[src/design/ssp_serial_port_regs.vh]
// Register map, field positions and timing counts of the synchronous serial port.
// Assumes a byte-addressed APB with 32-bit data; each register sits in the low bits of a word.
`ifndef SSP_SERIAL_PORT_REGS_VH
`define SSP_SERIAL_PORT_REGS_VH

// Byte addresses of the registers.
`define SSP_ADDR_CTRL   8'h14
`define SSP_ADDR_STAT   8'h94
`define SSP_ADDR_DATA   8'h18
`define SSP_ADDR_SADR   8'h1c

// Status register fields.
`define SSP_ST_SMP      7
`define SSP_ST_CKE      6
`define SSP_ST_DA       5
`define SSP_ST_STOP     4
`define SSP_ST_START    3
`define SSP_ST_RW       2
`define SSP_ST_UA       1
`define SSP_ST_BF       0

// Control register fields.
`define SSP_CT_WRITE_COLLISION     7
`define SSP_CT_OVF      6
`define SSP_CT_EN       5
`define SSP_CT_CKP      4

// Mode select codes.
`define SSP_MODE_DIV4   4'h0
`define SSP_MODE_DIV16  4'h1
`define SSP_MODE_DIV64  4'h2
`define SSP_MODE_TMR2   4'h3
`define SSP_MODE_SS_ON  4'h4
`define SSP_MODE_SS_OFF 4'h5
`define SSP_MODE_I2C7   4'h6
`define SSP_MODE_I2C10  4'h7
`define SSP_MODE_FWMST  4'hb
`define SSP_MODE_I2C7S  4'he
`define SSP_MODE_I2C10S 4'hf

// Half periods of the master serial clock, in device clock cycles.
`define SSP_HALF_DIV4   6'h02
`define SSP_HALF_DIV16  6'h08
`define SSP_HALF_DIV64  6'h20

// Transfer shape: clock edges and bits per word.
`define SSP_EDGES       5'h10
`define SSP_BITS        4'h8
`define SSP_LAST_BIT    4'h7
`define SSP_RESET8      8'h00

`endif

[src/design/ssp_serial_port.v]
// Synchronous serial port: SPI master or slave, or I2C slave, with an APB register slave.
// Assumes pin inputs are asynchronous and tmr2Tick is a one-cycle pulse on the same clock.
//
// Chosen here: register access over APB.
`include "ssp_serial_port_regs.vh"

module ssp_serial_port
(
  input  wire        clock,
  input  wire        rst_n,
  input  wire        psel,
  input  wire        penable,
  input  wire        pwrite,
  input  wire [7:0]  paddr,
  input  wire [31:0] pwdata,
  output reg  [31:0] prdata,
  output wire        pready,
  output wire        pslverr,
  input  wire        tmr2Tick,
  input  wire        sckIn,
  output wire        sckOut,
  output wire        sckOe,
  input  wire        sdiIn,
  output wire        sdiOut,
  output wire        sdiOe,
  output wire        sdoOut,
  output wire        sdoOe,
  input  wire        slaveSelectN
);

  // One-hot states of the I2C slave.
  localparam [4:0] I2C_IDLE = 5'b00001;
  localparam [4:0] I2C_RX   = 5'b00010;
  localparam [4:0] I2C_ACK  = 5'b00100;
  localparam [4:0] I2C_TX   = 5'b01000;
  localparam [4:0] I2C_TACK = 5'b10000;

  // Software visible state.
  reg       writeCollision;
  reg       receiveOverflow;
  reg       portEnable;
  reg       clockIdlePolarity;
  reg [3:0] portModeSelect;
  reg       samplePhase;
  reg       clockEdge;
  reg       dataNotAddress;
  reg       stopSeen;
  reg       startSeen;
  reg       readNotWrite;
  reg       addressUpdateNeeded;
  reg       bufferFull;
  reg [7:0] dataBuffer;
  reg [7:0] slaveAddressRegister;

  // Shifting engine.
  reg [7:0] txShift;
  reg [7:0] shiftRegister;
  reg [3:0] rxCount;
  reg       txPrimed;
  reg       masterBusy;
  reg [4:0] edgeCount;
  reg [5:0] divCount;
  reg       sckReg;

  // Pin synchronisers and edge history.
  reg       sckMeta;
  reg       sckSync;
  reg       sckPrev;
  reg       sdiMeta;
  reg       sdiSync;
  reg       sdiPrev;
  reg       ssMeta;
  reg       ssSync;

  // I2C slave state.
  reg [4:0] i2cState;
  reg [3:0] i2cCount;
  reg       isAddress;
  reg       sdaDrive;
  reg       tackOk;

  // Mode decode.
  wire spiMaster = portEnable & (portModeSelect[3:2] == 2'b00);
  wire spiSlave  = portEnable & ((portModeSelect == `SSP_MODE_SS_ON) |
                                 (portModeSelect == `SSP_MODE_SS_OFF));
  wire ssControl = (portModeSelect == `SSP_MODE_SS_ON);
  wire i2cSlave  = portEnable & ((portModeSelect == `SSP_MODE_I2C7) |
                                 (portModeSelect == `SSP_MODE_I2C10) |
                                 (portModeSelect == `SSP_MODE_I2C7S) |
                                 (portModeSelect == `SSP_MODE_I2C10S));
  wire i2cOn     = i2cSlave | (portEnable & (portModeSelect == `SSP_MODE_FWMST));
  wire tenBit    = portModeSelect[0];

  // Clock phase: the clock-edge bit alone says whether the first edge transmits.
  wire txOnRising = clockEdge ^ clockIdlePolarity;
  wire cpha       = clockEdge;

  // Master clock rate from the mode field.
  reg  [5:0] halfLen;
  always @*
  begin
    case (portModeSelect[1:0])
      2'b00:   halfLen = `SSP_HALF_DIV4;
      2'b01:   halfLen = `SSP_HALF_DIV16;
      default: halfLen = `SSP_HALF_DIV64;
    endcase
  end
  wire useTmr2  = (portModeSelect == `SSP_MODE_TMR2);
  wire tick     = spiMaster & masterBusy &
                  (useTmr2 ? tmr2Tick : (divCount == halfLen - 6'h01));
  wire edgeLive = (edgeCount < `SSP_EDGES);
  wire isTxEdge = edgeLive & (edgeCount[0] ^ cpha);

  // Master transmit and sample points; sample-phase moves sampling to the end of the bit.
  wire mTx     = tick & isTxEdge;
  wire mSample = tick & (samplePhase ?
                   ((isTxEdge & ~(cpha & (edgeCount == 5'h00))) |
                    (cpha & (edgeCount == `SSP_EDGES))) :
                   (edgeLive & ~isTxEdge));
  wire mDone   = tick & (edgeCount == `SSP_EDGES);

  // Slave edges come from the synchronised pin clock, gated by the select.
  wire sckRise  = sckSync & ~sckPrev;
  wire sckFall  = ~sckSync & sckPrev;
  wire ssActive = ~ssControl | ~ssSync;
  wire sTx      = spiSlave & ssActive & (txOnRising ? sckRise : sckFall);
  wire sRx      = spiSlave & ssActive & (txOnRising ? sckFall : sckRise);
  wire sDone    = sRx & (rxCount == `SSP_LAST_BIT);
  wire doTx     = mTx | sTx;
  wire doRx     = mSample | sRx;
  wire [7:0] rxWord = {shiftRegister[6:0], sdiSync};

  // I2C bus conditions, seen while the clock stays high.
  wire sclHigh  = sckSync & sckPrev;
  wire startDet = i2cOn & sclHigh & ~sdiSync & sdiPrev;
  wire stopDet  = i2cOn & sclHigh & sdiSync & ~sdiPrev;
  wire addrHit  = (rxWord[7:1] == slaveAddressRegister[7:1]);

  // Busy as seen by a buffer write.
  wire spiBusy  = masterBusy | (spiSlave & (rxCount != 4'h0));
  wire i2cBusy  = i2cSlave & (i2cState == I2C_TX);

  // APB decode: zero wait states, error on an unmapped address.
  wire access  = psel & penable;
  wire hitCtrl = (paddr == `SSP_ADDR_CTRL);
  wire hitStat = (paddr == `SSP_ADDR_STAT);
  wire hitData = (paddr == `SSP_ADDR_DATA);
  wire hitSadr = (paddr == `SSP_ADDR_SADR);
  wire mapped  = hitCtrl | hitStat | hitData | hitSadr;
  wire wrData  = access & pwrite & hitData;
  wire rdData  = access & ~pwrite & hitData;
  assign pready  = 1'b1;
  assign pslverr = access & ~mapped;

  // Read data is captured in the setup phase so the bus sees a flip-flop.
  always @(posedge clock)
  begin
    if (!rst_n)
      prdata <= 32'h00000000;
    else if (psel & ~penable)
    begin
      prdata <= 32'h00000000;
      if (hitCtrl)
        prdata[7:0] <= {writeCollision, receiveOverflow, portEnable,
                        clockIdlePolarity, portModeSelect};
      else if (hitStat)
        prdata[7:0] <= {samplePhase, clockEdge, dataNotAddress, stopSeen,
                        startSeen, readNotWrite, addressUpdateNeeded, bufferFull};
      else if (hitData)
        prdata[7:0] <= dataBuffer;
      else if (hitSadr)
        prdata[7:0] <= slaveAddressRegister;
    end
  end

  // Two flip-flops on every pin input before any logic looks at it.
  always @(posedge clock)
  begin
    if (!rst_n)
    begin
      sckMeta <= 1'b0;
      sckSync <= 1'b0;
      sckPrev <= 1'b0;
      sdiMeta <= 1'b1;
      sdiSync <= 1'b1;
      sdiPrev <= 1'b1;
      ssMeta  <= 1'b1;
      ssSync  <= 1'b1;
    end
    else
    begin
      sckMeta <= sckIn;
      sckSync <= sckMeta;
      sckPrev <= sckSync;
      sdiMeta <= sdiIn;
      sdiSync <= sdiMeta;
      sdiPrev <= sdiSync;
      ssMeta  <= slaveSelectN;
      ssSync  <= ssMeta;
    end
  end

  // Registers, SPI engine and I2C slave share one process so each flag has one driver.
  // Later assignments win, which is how a hardware set beats a software clear.
  always @(posedge clock)
  begin
    if (!rst_n)
    begin
      writeCollision       <= 1'b0;
      receiveOverflow      <= 1'b0;
      portEnable           <= 1'b0;
      clockIdlePolarity    <= 1'b0;
      portModeSelect       <= `SSP_MODE_DIV4;
      samplePhase          <= 1'b0;
      clockEdge            <= 1'b0;
      dataNotAddress       <= 1'b0;
      stopSeen             <= 1'b0;
      startSeen            <= 1'b0;
      readNotWrite         <= 1'b0;
      addressUpdateNeeded  <= 1'b0;
      bufferFull           <= 1'b0;
      dataBuffer           <= `SSP_RESET8;
      slaveAddressRegister <= `SSP_RESET8;
      txShift              <= `SSP_RESET8;
      shiftRegister        <= `SSP_RESET8;
      rxCount              <= 4'h0;
      txPrimed             <= 1'b0;
      masterBusy           <= 1'b0;
      edgeCount            <= 5'h00;
      divCount             <= 6'h00;
      sckReg               <= 1'b0;
      i2cState             <= I2C_IDLE;
      i2cCount             <= 4'h0;
      isAddress            <= 1'b0;
      sdaDrive             <= 1'b0;
      tackOk               <= 1'b0;
    end
    else
    begin
      // Software writes to control, status and address registers.
      if (access & pwrite & hitCtrl)
      begin
        writeCollision    <= pwdata[`SSP_CT_WRITE_COLLISION];
        receiveOverflow   <= pwdata[`SSP_CT_OVF];
        portEnable        <= pwdata[`SSP_CT_EN];
        clockIdlePolarity <= pwdata[`SSP_CT_CKP];
        portModeSelect    <= pwdata[3:0];
      end
      if (access & pwrite & hitStat)
      begin
        samplePhase <= pwdata[`SSP_ST_SMP];
        clockEdge   <= pwdata[`SSP_ST_CKE];
      end
      if (access & pwrite & hitSadr)
      begin
        slaveAddressRegister <= pwdata[7:0];
        addressUpdateNeeded  <= 1'b0;
      end
      // Reading the buffer empties it.
      if (rdData)
        bufferFull <= 1'b0;

      // Buffer write: a collision is flagged and the write dropped while busy.
      if (wrData)
      begin
        if (spiBusy | i2cBusy)
          writeCollision <= 1'b1;
        else
        begin
          dataBuffer <= pwdata[7:0];
          if (spiMaster | spiSlave)
          begin
            txShift  <= pwdata[7:0];
            txPrimed <= 1'b0;
            rxCount  <= 4'h0;
          end
          if (spiMaster)
          begin
            masterBusy <= 1'b1;
            edgeCount  <= 5'h00;
            divCount   <= 6'h00;
          end
        end
      end

      // Master clock divider and clock pin level.
      if (masterBusy & ~useTmr2)
        divCount <= tick ? 6'h00 : divCount + 6'h01;
      if (~masterBusy)
        sckReg <= clockIdlePolarity;
      if (tick)
      begin
        edgeCount <= edgeCount + 5'h01;
        if (edgeLive)
          sckReg <= ~sckReg;
      end

      // Transmit edges move the next bit out; the first in phase 1 only primes.
      if (doTx)
      begin
        if (cpha & ~txPrimed)
          txPrimed <= 1'b1;
        else
          txShift <= {txShift[6:0], 1'b0};
      end
      if (doRx)
      begin
        shiftRegister <= rxWord;
        rxCount       <= rxCount + 4'h1;
      end

      // End of a master word: the buffer always takes it.
      if (mDone)
      begin
        masterBusy <= 1'b0;
        dataBuffer <= shiftRegister;
        bufferFull <= 1'b1;
        rxCount    <= 4'h0;
      end
      // End of a slave word: a full buffer drops the new byte.
      if (sDone)
      begin
        rxCount  <= 4'h0;
        txPrimed <= 1'b0;
        if (bufferFull & ~rdData)
          receiveOverflow <= 1'b1;
        else
        begin
          dataBuffer <= rxWord;
          bufferFull <= 1'b1;
        end
      end
      // Select released: the slave word restarts from its first bit.
      if (spiSlave & ssControl & ssSync)
      begin
        rxCount  <= 4'h0;
        txPrimed <= 1'b0;
      end

      // I2C slave engine; bus conditions abort any byte in flight.
      if (i2cOn)
      begin
        case (i2cState)
          I2C_IDLE:
          begin
            sdaDrive <= 1'b0;
          end
          I2C_RX:
          begin
            if (sckRise)
            begin
              shiftRegister <= rxWord;
              i2cCount      <= i2cCount + 4'h1;
              if (i2cCount == `SSP_LAST_BIT)
              begin
                i2cCount <= 4'h0;
                i2cState <= I2C_IDLE;
                if (~isAddress | addrHit)
                begin
                  if (bufferFull & ~rdData)
                    receiveOverflow <= 1'b1;
                  else
                  begin
                    dataBuffer     <= rxWord;
                    bufferFull     <= 1'b1;
                    dataNotAddress <= ~isAddress;
                    i2cState       <= I2C_ACK;
                    if (isAddress)
                    begin
                      readNotWrite        <= rxWord[0];
                      addressUpdateNeeded <= tenBit;
                    end
                  end
                end
              end
            end
          end
          I2C_ACK:
          begin
            if (sckFall)
            begin
              if (~sdaDrive)
                sdaDrive <= 1'b1;
              else if (readNotWrite)
              begin
                i2cState   <= I2C_TX;
                txShift    <= dataBuffer;
                sdaDrive   <= ~dataBuffer[7];
                bufferFull <= 1'b1;
                i2cCount   <= 4'h0;
              end
              else
              begin
                sdaDrive  <= 1'b0;
                isAddress <= 1'b0;
                i2cState  <= I2C_RX;
              end
            end
          end
          I2C_TX:
          begin
            if (sckRise)
              i2cCount <= i2cCount + 4'h1;
            if (sckFall)
            begin
              if (i2cCount == `SSP_BITS)
              begin
                sdaDrive       <= 1'b0;
                bufferFull     <= 1'b0;
                dataNotAddress <= 1'b1;
                tackOk         <= 1'b0;
                i2cState       <= I2C_TACK;
              end
              else
              begin
                txShift  <= {txShift[6:0], 1'b0};
                sdaDrive <= ~txShift[6];
              end
            end
          end
          I2C_TACK:
          begin
            // A high level at the ninth clock is the master's not-acknowledge.
            if (sckRise)
            begin
              tackOk <= ~sdiSync;
              if (sdiSync)
                i2cState <= I2C_IDLE;
            end
            if (sckFall & tackOk)
            begin
              i2cState   <= I2C_TX;
              txShift    <= dataBuffer;
              sdaDrive   <= ~dataBuffer[7];
              bufferFull <= 1'b1;
              i2cCount   <= 4'h0;
            end
          end
          default:
          begin
            i2cState <= I2C_IDLE;
          end
        endcase
        if (startDet)
        begin
          startSeen    <= 1'b1;
          stopSeen     <= 1'b0;
          readNotWrite <= 1'b0;
          sdaDrive     <= 1'b0;
          isAddress    <= 1'b1;
          i2cCount     <= 4'h0;
          i2cState     <= i2cSlave ? I2C_RX : I2C_IDLE;
        end
        if (stopDet)
        begin
          stopSeen     <= 1'b1;
          startSeen    <= 1'b0;
          readNotWrite <= 1'b0;
          sdaDrive     <= 1'b0;
          i2cState     <= I2C_IDLE;
        end
      end

      // A disabled port forgets any transfer and the bus condition flags.
      if (~portEnable)
      begin
        startSeen  <= 1'b0;
        stopSeen   <= 1'b0;
        masterBusy <= 1'b0;
        rxCount    <= 4'h0;
        txPrimed   <= 1'b0;
        sdaDrive   <= 1'b0;
        i2cState   <= I2C_IDLE;
      end
    end
  end

  // Pin drivers; a cleared enable leaves every pin to general-purpose I/O.
  // SDA is open drain, so only a low level is ever driven onto it.
  assign sckOut = sckReg;
  assign sckOe  = spiMaster;
  assign sdoOut = txShift[7];
  assign sdoOe  = spiMaster | (spiSlave & ssActive);
  assign sdiOut = 1'b0;
  assign sdiOe  = i2cSlave & sdaDrive;

endmodule

[config.mk]
export PLATFORM = sky130hd
export DESIGN_NAME = ssp_serial_port
export DESIGN_NICKNAME = d
export VERILOG_FILES = /design/src/design/ssp_serial_port.v
export VERILOG_INCLUDE_DIRS = /design/src /design/src/design
export SDC_FILE = /design/constraint.sdc
export NUM_CORES = 1
export LEC_CHECK = 0
export ABC_AREA = 1
export BUFFER_PORTS_ARGS = -buffer_cell sky130_fd_sc_hd__buf_2
export CAP_MARGIN = 20
export CORE_MARGIN = 10
export CORE_UTILIZATION = 54
export DETAILED_ROUTE_END_ITERATION = 8
export MAX_ROUTING_LAYER = met4
export PLACE_DENSITY_LB_ADDON = 0.15
export RECOVER_POWER = 50
export SKIP_CTS_REPAIR_TIMING = 1
export SYNTH_ARGS = -nofsm -noshare
export SYNTH_HDL_FRONTEND = slang
export SYNTH_SLANG_ARGS = --single-unit
[constraint.sdc]
create_clock -name clock -period 2.3 [get_ports clock]
set_input_delay 0.23 -clock clock [delete_from_list [all_inputs] [get_ports clock]]
set_output_delay 0.23 -clock clock [all_outputs]
set_load 0.01 [all_outputs]
==> results of run 1 <==
==> metrics by stage <==
stage / hold WS (ns) / power [uW] / std cells
floorplan: 0.328 / 1780 / 903
global route: 0.0274 / 3040 / 1066
finish: 0.0364 / 2950 / 1066
CTS: 0.0209 / 2960 / 1066
global placement: 0.399 / 1800 / 1050
detailed placement: 0.400 / 1800 / 1050
==> power groups by stage <==
stage	Combinational, uW	Sequential (uW)	Clock, uW
global placement	125	1670	0
CTS	128	1640	1200
global route	146	1640	1260
floorplan	110	1670	0
detailed placement	128	1670	0
finish	130	1640	1180
==> final cells by class <==
cell class	instances	area (sq um)
Multi-Input combinational cell	640	3180
Fill cell	1056	4190
Timing Repair Buffer	58	313
Tap cell	136	170
Sequential cell	94	1880
Clock inverter	6	68.8
Inverter	122	467
Clock buffer	10	138
==> cell families after synthesis <==
logic type / Yosys count
buffers and inverters: 169
XOR/XNOR: 17
other: 2
multiplexers: 1
adder cells (fa/ha/maj): 8
AO/OA/AOI/OAI: 148
flip-flops: 94
AND/OR/NAND/NOR: 440
==> synth_stat cells (all sizes together) (2+ instances only) <==
cell type | count | area [sq um]
nand2 | 240 | 963
inv | 121 | 459
nor2 | 107 | 424
dfxtp | 94 | 1880
a21oi | 63 | 319
o21ai | 56 | 292
nand3 | 49 | 285
buf | 38 | 304
nand4 | 23 | 165
xor2 | 13 | 114
clkbuf | 9 | 33.8
ha | 8 | 100
nor3 | 8 | 56.3
o2111ai | 8 | 70.1
o22ai | 8 | 50.1
or2 | 5 | 31.3
a31oi | 4 | 40.0
xnor2 | 4 | 35.0
nor3b | 3 | 27.5
o211ai | 3 | 22.5
a211oi | 2 | 15.0
and3 | 2 | 12.5
conb | 2 | 7.51
nor4 | 2 | 12.5
o21bai | 2 | 26.3
==> layer usage <==
layer,up-vias,track usage (%),wire (um),share of wire (%)
met3,24,3.62,1300,7.8
met2,205,35.9,7750,47
met4,0,8.88,342,2.1
met1,2599,28.8,7210,43
met5,-,-,0,0
li1,2856,-,-,-
==> worst paths after layout <==
| kind | start | endpoint | slack, ns | cells past startpoint |
|---|---|---|---|---|
| worst min register to register | ssMeta | ssSync | 0.42 | 1 |
| worst max-delay path | portModeSelect[1] | dataBuffer[6] | 0.18 | 16 |
| worst max register to register | portModeSelect[1] | dataBuffer[6] | 0.18 | 16 |
| worst min-delay path | slaveSelectN | ssMeta | 0.04 | 2 |
==> registers in the layout (all words and copies together) (netlist names), 4 cells and up <==
name,cells
prdata,8
txShift,8
rxCount,4
edgeCount,5
i2cCount,4
shiftRegister,8
i2cState,5
dataBuffer,8
portModeSelect,4
slaveAddressRegister,8
divCount,6
==> cells in the final DEF, fill, tap and decap left out, types with 3 or more instances in the layout <==
master      Yosys  final
conb_1          2     26
dfxtp_1        94     94
nand3_2         3      3
nand2_1       227    227
o211ai_1        3      3
nor2_1        102    102
xnor2_1         4      4
clkbuf_8        0     10
a31oi_1         3      4
clkinvlp_4      0      4
nand2_2         7      6
a21oi_1        62     62
nand4_1        21     21
xor2_1         13     13
buf_4          27     17
inv_1         113    113
nor2_2          3      3
clkbuf_1        9     16
o21ai_1        16     16
inv_2           6      5
nand3_1        44     44
buf_2           3     25
nand2_4         6      7
or2_2           4      4
o2111ai_1       8      8
o21ai_0        39     39
nor3_1          6      7
ha_1            8      8
o22ai_1         8      8
==> flow_metrics.py, run 1 <==
metrics = {
    "timing": {
        "tns_ns": 0,
        "max_freq_mhz": 473,
        "max_slew_margin_pct": 51.6,
        "final_max_slew_viol_count": 0,
        "rsz0062_at_grt": "false",
        "skew_ns": 0.0171,
        "period_share_pct": 92.0,
        "fin_ws_ns": 0.185,
        "setup_viol": 0,
        "final_hold_viol_count": 0,
        "max_slew.worst_pin.slew_ns": 0.725,
        "finalCriticalPeriod_ns": 2.12,
    },
    "final_layout": {
        "drive_above_1_share_pct": 10.9,
        "final_area_sq_um": 6220,
        "fin_util_pct": 59.7,
        "area_delta_synth_final_pct": 7.32,
        "n_antenna_cell": 0,
        "nNetsFinal": 982,
    },
    "pwr": {
        "ir_drop_mv": 0.395,
        "p_sw_uw": 745,
        "p_leak_uw": 0.00278,
        "sw_frac_of_total_pct": 25.3,
        "clkPwrFrac_pct": 40.1,
        "p_per_area_nw_per_um2": 474,
        "pwr-share-comb_pct": 4.4,
        "pwr-share-seq_pct": 55.5,
        "intPower_uw": 2200,
    },
    "critical_path": {
        "cp.buffers_inverters": 4,
        "cp_top_family": "simple AND/OR/NAND/NOR gates",
        "cp.arrival_ns": 2.40,
        "worstSetupEndpointType": "flop",
        "critPathRequiredTime_ns": 2.58,
        "max_stage_delay_ns": 0.35,
        "crit_chain": "inv_4 > nand2_4 > ha_1 > inv_1 > nand2_1 > nand2_1 > nand3_1 > o21bai_4 > nand2_4 > inv_4 > nand2_4 > buf_4 > nand2_1 > o21ai_1 > nor2_1 > nor2_1",
        "cp_max_fo": 8,
        "slowest_stage": "dfxtp_1",
        "path_class": "reg -> reg",
        "start_kind": "flop",
    },
    "global_route": {
        "grt-ovfl-total": 0,
        "grt_pass1_wl_mm": 27.0,
        "grt_use_total_pct": 22.8,
        "grt_max_degree": 40,
        "grt_pass1_vias": 5485,
        "antenna_found_initial": 0,
    },
    "routing": {
        "first_iter_violations": 515,
        "wl_per_cell_um": 15.6,
        "wl_mm": 16.6,
        "via_per_inst": 5.33,
        "routed-via-count": 5684,
        "dr.pass1.iters": 5,
        "route.detailed.drc": 0,
        "antenna_left": 0,
    },
    "synth": {
        "avgSynthCellArea_sq_um": 6.60,
        "ys.flop_type": "dfxtp_1",
        "synth-adder-area-share_pct": 1.73,
        "synthCells": 879,
        "yosys.area_share.xor_xnor_pct": 2.57,
        "ys_ff_latch": 94,
        "synthSimpleGateAreaFrac_pct": 34.5,
        "synth_top_family_by_area": "simple AND/OR/NAND/NOR gates",
        "synth_mux_area_share_pct": 0.173,
        "ys_warn_count": 0,
        "netlist_area_sq_um": 5800,
        "synth_cell_types": 53,
        "synth_edf_count": 0,
        "synthArstFlopShare_pct": 0,
        "seq_area_frac_synth_pct": 32.5,
        "synth-compound-area-share_pct": 14.7,
    },
    "placed_design": {
        "postPlaceCellArea_sq_um": 6060,
        "gp_congestion": 0.980,
        "place_hpwl_mm": 13.0,
        "port_buffers": 38,
        "dp_slack_ns": 0.137,
    },
    "die": {
        "core_sq_um": 10400,
        "die_area_sq_um": 15300,
        "num_rows": 37,
        "start_util_pct": 55.7,
        "num_io_pins": 89,
        "die_y_um": 124,
        "die_x_um": 124,
    },
    "clocking": {
        "cts_max_level": 3,
        "cts_buffer_depth": 2,
        "cts_tree": "done",
        "clk_root_buffer_cell": "clkbuf_8",
        "numClockSinks": 94,
        "cts_made_buffers": 9,
        "clk_latency_ns": 0.39,
        "clk_pin_slew_worst_paths_ns": 0.10,
    },
    "status": {
        "status": "completed",
    },
    "flow_run": {
        "maxCapViolations": 0,
    },
    "worst_hold_path": {
        "hp-class": "in -> reg",
    },
}
(Power assumes the default switching activity.)
==> run 2, diff against run 1 <==
--- a/config.mk
+++ b/config.mk
@@ -15,6 +15,7 @@
 export MAX_ROUTING_LAYER = met4
 export PLACE_DENSITY_LB_ADDON = 0.15
 export RECOVER_POWER = 50
+export REMOVE_ABC_BUFFERS = 1
 export SKIP_CTS_REPAIR_TIMING = 1
 export SYNTH_ARGS = -nofsm -noshare
 export SYNTH_HDL_FRONTEND = slang
==> flow_metrics.py, run 2 (synthesis gave the netlist of run 1 again) <==
metrics = {
    "timing": {
        "max_slew.worst_pin.slew_ns": 0.826,
        "period_share_pct": 92.0,
        "setup_viol": 0,
        "max_slew_margin_pct": 44.8,
        "rsz0062_at_grt": "false",
        "finalCriticalPeriod_ns": 2.12,
        "timing.hold.ws_ns": 0.0248,
        "final_hold_viol_count": 0,
        "max_freq_mhz": 473,
        "final_max_slew_viol_count": 0,
        "skew_ns": 0.0128,
    },
    "global_route": {
        "grt_use_total_pct": 22.3,
        "antenna_found_initial": 0,
        "grt_pass1_wl_mm": 26.4,
        "grt_max_degree": 46,
        "grt-ovfl-total": 0,
        "grt_pass1_vias": 5294,
    },
    "pwr": {
        "p_per_area_nw_per_um2": 484,
        "ir_drop_mv": 0.281,
        "sw_frac_of_total_pct": 24.6,
        "pwr-share-comb_pct": 4.4,
        "power_uw": 3030,
        "pwr-share-seq_pct": 54.0,
        "intPower_uw": 2280,
        "p_leak_uw": 0.00277,
        "clkPwrFrac_pct": 41.6,
        "p_sw_uw": 746,
    },
    "placed_design": {
        "dp_cells": 1046,
        "port_buffers": 38,
        "postPlaceCellArea_sq_um": 6030,
        "place_hpwl_mm": 12.7,
        "gp_congestion": 0.994,
    },
    "clocking": {
        "cts_max_level": 3,
        "cts_tree": "done",
        "cts_buffer_depth": 2,
        "clk_pin_slew_worst_paths_ns": 0.10,
        "numClockSinks": 94,
        "cts_made_buffers": 9,
        "clk_root_buffer_cell": "clkbuf_8",
        "clk_latency_ns": 0.39,
    },
    "critical_path": {
        "cp_max_fo": 8,
        "worstSetupEndpointType": "flop",
        "start_kind": "flop",
        "path_class": "reg -> reg",
        "regToRegSetupSlack_ns": 0.18,
        "cp.arrival_ns": 2.44,
        "critPathRequiredTime_ns": 2.63,
    },
    "routing": {
        "antenna_left": 0,
        "wl_met1_mm": 7.02,
        "wl_mm": 16.4,
        "via_per_inst": 5.39,
        "route.detailed.drc": 0,
        "dr.pass1.iters": 5,
        "first_iter_violations": 570,
        "met3_length_mm": 1.43,
        "routed-wl-met2_mm": 7.67,
        "routed-via-count": 5728,
        "topRoutingLayerUsed": "met4",
        "wl_per_cell_um": 15.4,
    },
    "final_layout": {
        "n_antenna_cell": 0,
        "area_delta_synth_final_pct": 7.79,
        "fin_util_pct": 60.0,
        "layout_commonest_cell": "nand2_1",
        "regArea_sq_um": 1890,
        "nNetsFinal": 978,
        "final_area_sq_um": 6250,
        "drive_above_1_share_pct": 10.9,
        "stdcell_count": 1062,
        "final_cell_mix": "228 x nand2_1, 113 x inv_1, 102 x nor2_1",
        "multiInputGateArea_sq_um": 3210,
        "fillCellCount": 1022,
    },
    "die": {
        "num_io_pins": 89,
        "die_area_sq_um": 15300,
        "start_util_pct": 55.7,
        "core_sq_um": 10400,
        "die_x_um": 124,
        "die_y_um": 124,
        "num_rows": 37,
    },
    "worst_hold_path": {
        "hp-class": "in -> reg",
    },
    "flow_run": {
        "maxCapViolations": 0,
    },
    "status": {
        "status": "completed",
    },
}
run 2: final timing paths:
| kind | depth (start not counted) | endpoint | start |
|---|---|---|---|
| worst min-delay path | 2 | ssMeta | slaveSelectN |
| worst max-delay path | 16 | dataBuffer[2] | portModeSelect[0] |
| worst min register to register | 1 | ssSync | ssMeta |
| worst max register to register | 16 | dataBuffer[2] | portModeSelect[0] |
run 2: through the flow:
step           setup WS, ns  setup TNS (ns)
3_5_place_dp         0.0201               0
2_1_floorplan         0.227               0
6_report              0.184               0
4_1_cts            -0.00772        -0.00843
5_1_grt             0.00353               0
3_3_place_gp         0.0685               0
run 2: power groups by stage:
stage                     registers, uW  logic, uW  clock network [uW]
after floorplan                    1670       67.3                   0
after global placement             1670        127                   0
after detailed placement           1670        129                   0
after CTS                          1640        130                1270
after global routing               1640        147                1340
final                              1630        134                1260
run 2: worst max-delay path: stages, from the launching register on:
cell and delay [ns]:
dfxtp_4 0.39, inv_4 0.08, nand2_4 0.06, ha_1 0.31
inv_1 0.06, nand2_1 0.04, nand2_1 0.06, nand3_1 0.11
o21bai_4 0.16, nand2_4 0.11, inv_6 0.10, nand2_2 0.10
clkinvlp_4 0.19, nand2_1 0.08, nand2_1 0.07, nor2_1 0.04
nor2_1 0.09
run 2: final cells by class:
class	count	share of cell area (%)
Tap cell	136	2.72
Clock inverter	7	1.52
Sequential cell	94	30.2
Timing Repair Buffer	54	4.68
Inverter	122	7.55
Multi-Input combinational cell	640	51.4
Clock buffer	9	1.98
run 2: per-layer routing:
| layer | up-vias | GRT usage, % |
|---|---|---|
| met2 | 245 | 35.6 |
| li1 | 2849 | - |
| met5 | - | - |
| met4 | 0 | 5.60 |
| met3 | 26 | 4.12 |
| met1 | 2608 | 28.4 |
==> run 3, diff against run 2 <==
--- a/config.mk
+++ b/config.mk
@@ -7,11 +7,11 @@
 export NUM_CORES = 1
 export LEC_CHECK = 0
 export ABC_AREA = 1
-export BUFFER_PORTS_ARGS = -buffer_cell sky130_fd_sc_hd__buf_2
 export CAP_MARGIN = 20
 export CORE_MARGIN = 10
 export CORE_UTILIZATION = 54
 export DETAILED_ROUTE_END_ITERATION = 8
+export DONT_BUFFER_PORTS = 1
 export MAX_ROUTING_LAYER = met4
 export PLACE_DENSITY_LB_ADDON = 0.15
 export RECOVER_POWER = 50
==> flow_metrics.py, run 3 (synthesis gave the netlist of run 1 again) <==
metrics = {
    "status": {
        "status": "finished with violations",
        "violations": "negative hold slack",
    },
    "routing": {
        "wl_per_cell_um": 16.0,
        "via_per_inst": 5.49,
        "antenna_left": 0,
        "wl_mm": 16.4,
        "dr.pass1.iters": 6,
        "first_iter_violations": 496,
        "route.detailed.drc": 0,
        "routed-via-count": 5641,
    },
    "die": {
        "core_sq_um": 10400,
        "die_y_um": 124,
        "num_rows": 37,
        "start_util_pct": 55.7,
        "num_io_pins": 89,
        "die_x_um": 124,
        "die_area_sq_um": 15300,
    },
    "global_route": {
        "grt_use_total_pct": 21.2,
        "grtUsageMet1_pct": 26.1,
        "antenna_found_initial": 0,
        "grt_pass1_wl_mm": 25.3,
        "busiest_layer": "met2",
        "grt_pass1_vias": 5079,
        "use_met3_pct": 5.57,
        "grt_max_degree": 48,
        "grt-ovfl-total": 0,
        "use_met2_pct": 33.3,
    },
    "critical_path": {
        "start_kind": "flop",
        "cp.arrival_ns": 2.46,
        "critPathRequiredTime_ns": 2.60,
        "cp_max_fo": 13,
        "path_class": "reg -> reg",
        "worstSetupEndpointType": "flop",
    },
    "pwr": {
        "p_leak_uw": 0.00265,
        "p_per_area_nw_per_um2": 472,
        "ir_drop_mv": 0.413,
        "power_uw": 2870,
    },
    "timing": {
        "final_max_slew_viol_count": 0,
        "max_freq_mhz": 464,
        "final_hold_viol_count": 6,
        "skew_ns": 0.0163,
        "setup_viol": 0,
        "timing.hold.ws_ns": -0.0190,
        "max_slew_margin_pct": 35.7,
        "finalCriticalPeriod_ns": 2.16,
        "fin_ws_ns": 0.144,
        "period_share_pct": 93.7,
        "tns_ns": 0,
        "max_slew.worst_pin.slew_ns": 0.963,
        "rsz0062_at_grt": "false",
    },
    "flow_run": {
        "maxCapViolations": 0,
    },
    "clocking": {
        "cts_tree": "done",
        "cts_made_buffers": 9,
        "cts_max_level": 3,
        "clk_pin_slew_worst_paths_ns": 0.10,
        "clk_latency_ns": 0.38,
        "numClockSinks": 94,
        "clk_root_buffer_cell": "clkbuf_8",
        "cts_buffer_depth": 2,
    },
    "final_layout": {
        "multiInputGateArea_sq_um": 3200,
        "regArea_sq_um": 1880,
        "final_cell_mix": "228 x nand2_1, 113 x inv_1, 102 x nor2_1",
        "final_area_sq_um": 6070,
        "nNetsFinal": 945,
        "layout_commonest_cell": "nand2_1",
        "fillCellCount": 1026,
        "drive_above_1_share_pct": 7.96,
        "n_antenna_cell": 0,
        "area_delta_synth_final_pct": 4.75,
    },
    "placed_design": {
        "gp_congestion": 0.987,
        "port_buffers": 0,
        "postPlaceCellArea_sq_um": 5840,
        "dp_slack_ns": 0.189,
        "place_hpwl_mm": 12.3,
    },
    "worst_hold_path": {
        "hp-class": "in -> reg",
    },
}
-- run 3: stage by stage --
stage / util [%] / instances
after global placement: 56.1 / 1008
after global routing: 58.3 / 1028
after CTS: 57.9 / 1023
after floorplan: - / 856
final: 58.3 / 1028
after detailed placement: 56.1 / 1008
-- run 3: report_power, final --
| group | internal (uW) | switching (uW) | total [uW] |
|---|---|---|---|
| Combinational | 27.8 | 85.9 | 114 |
| Clock | 530 | 590 | 1120 |
| Sequential | 1630 | 2.92 | 1630 |
| Total | 2190 | 678 | 2870 |
-- run 3: cell type report --
| class | count | area share, % |
|---|---|---|
| clock buffers | 12 | 2.39 |
| clock inverters | 3 | 0.721 |
| inverters | 122 | 7.68 |
| multi-input cells | 640 | 52.6 |
| flip-flops and latches | 94 | 31.0 |
| well taps | 136 | 2.80 |
| repair buffers | 21 | 2.78 |
-- run 3: critical path: stages (launching register included) --
cell and delay [ns]:
dfxtp_1 0.35, buf_4 0.17, nand3_1 0.13, clkbuf_1 0.26, nor2_1 0.14, nor2_4 0.32, nand3_4 0.25, nand2_1 0.11
nand2_1 0.05, nand2_1 0.06, nand3_1 0.08, a21oi_1 0.14
-- run 3: layer usage --
metal,vias up,wire length [um]
li1,2779,-
met1,2570,6850
met2,255,7730
met3,37,1520
met4,0,355
met5,-,0
-- run 3: final timing paths --
path	from	cells after the start	end	slack, ns
worst max-delay path	portModeSelect[1]	11	txShift[1]	0.14
worst min-delay path	rst_n	2	i2cCount[1]	-0.02
worst max register to register	portModeSelect[1]	11	txShift[1]	0.14
worst min register to register	ssMeta	1	ssSync	0.42
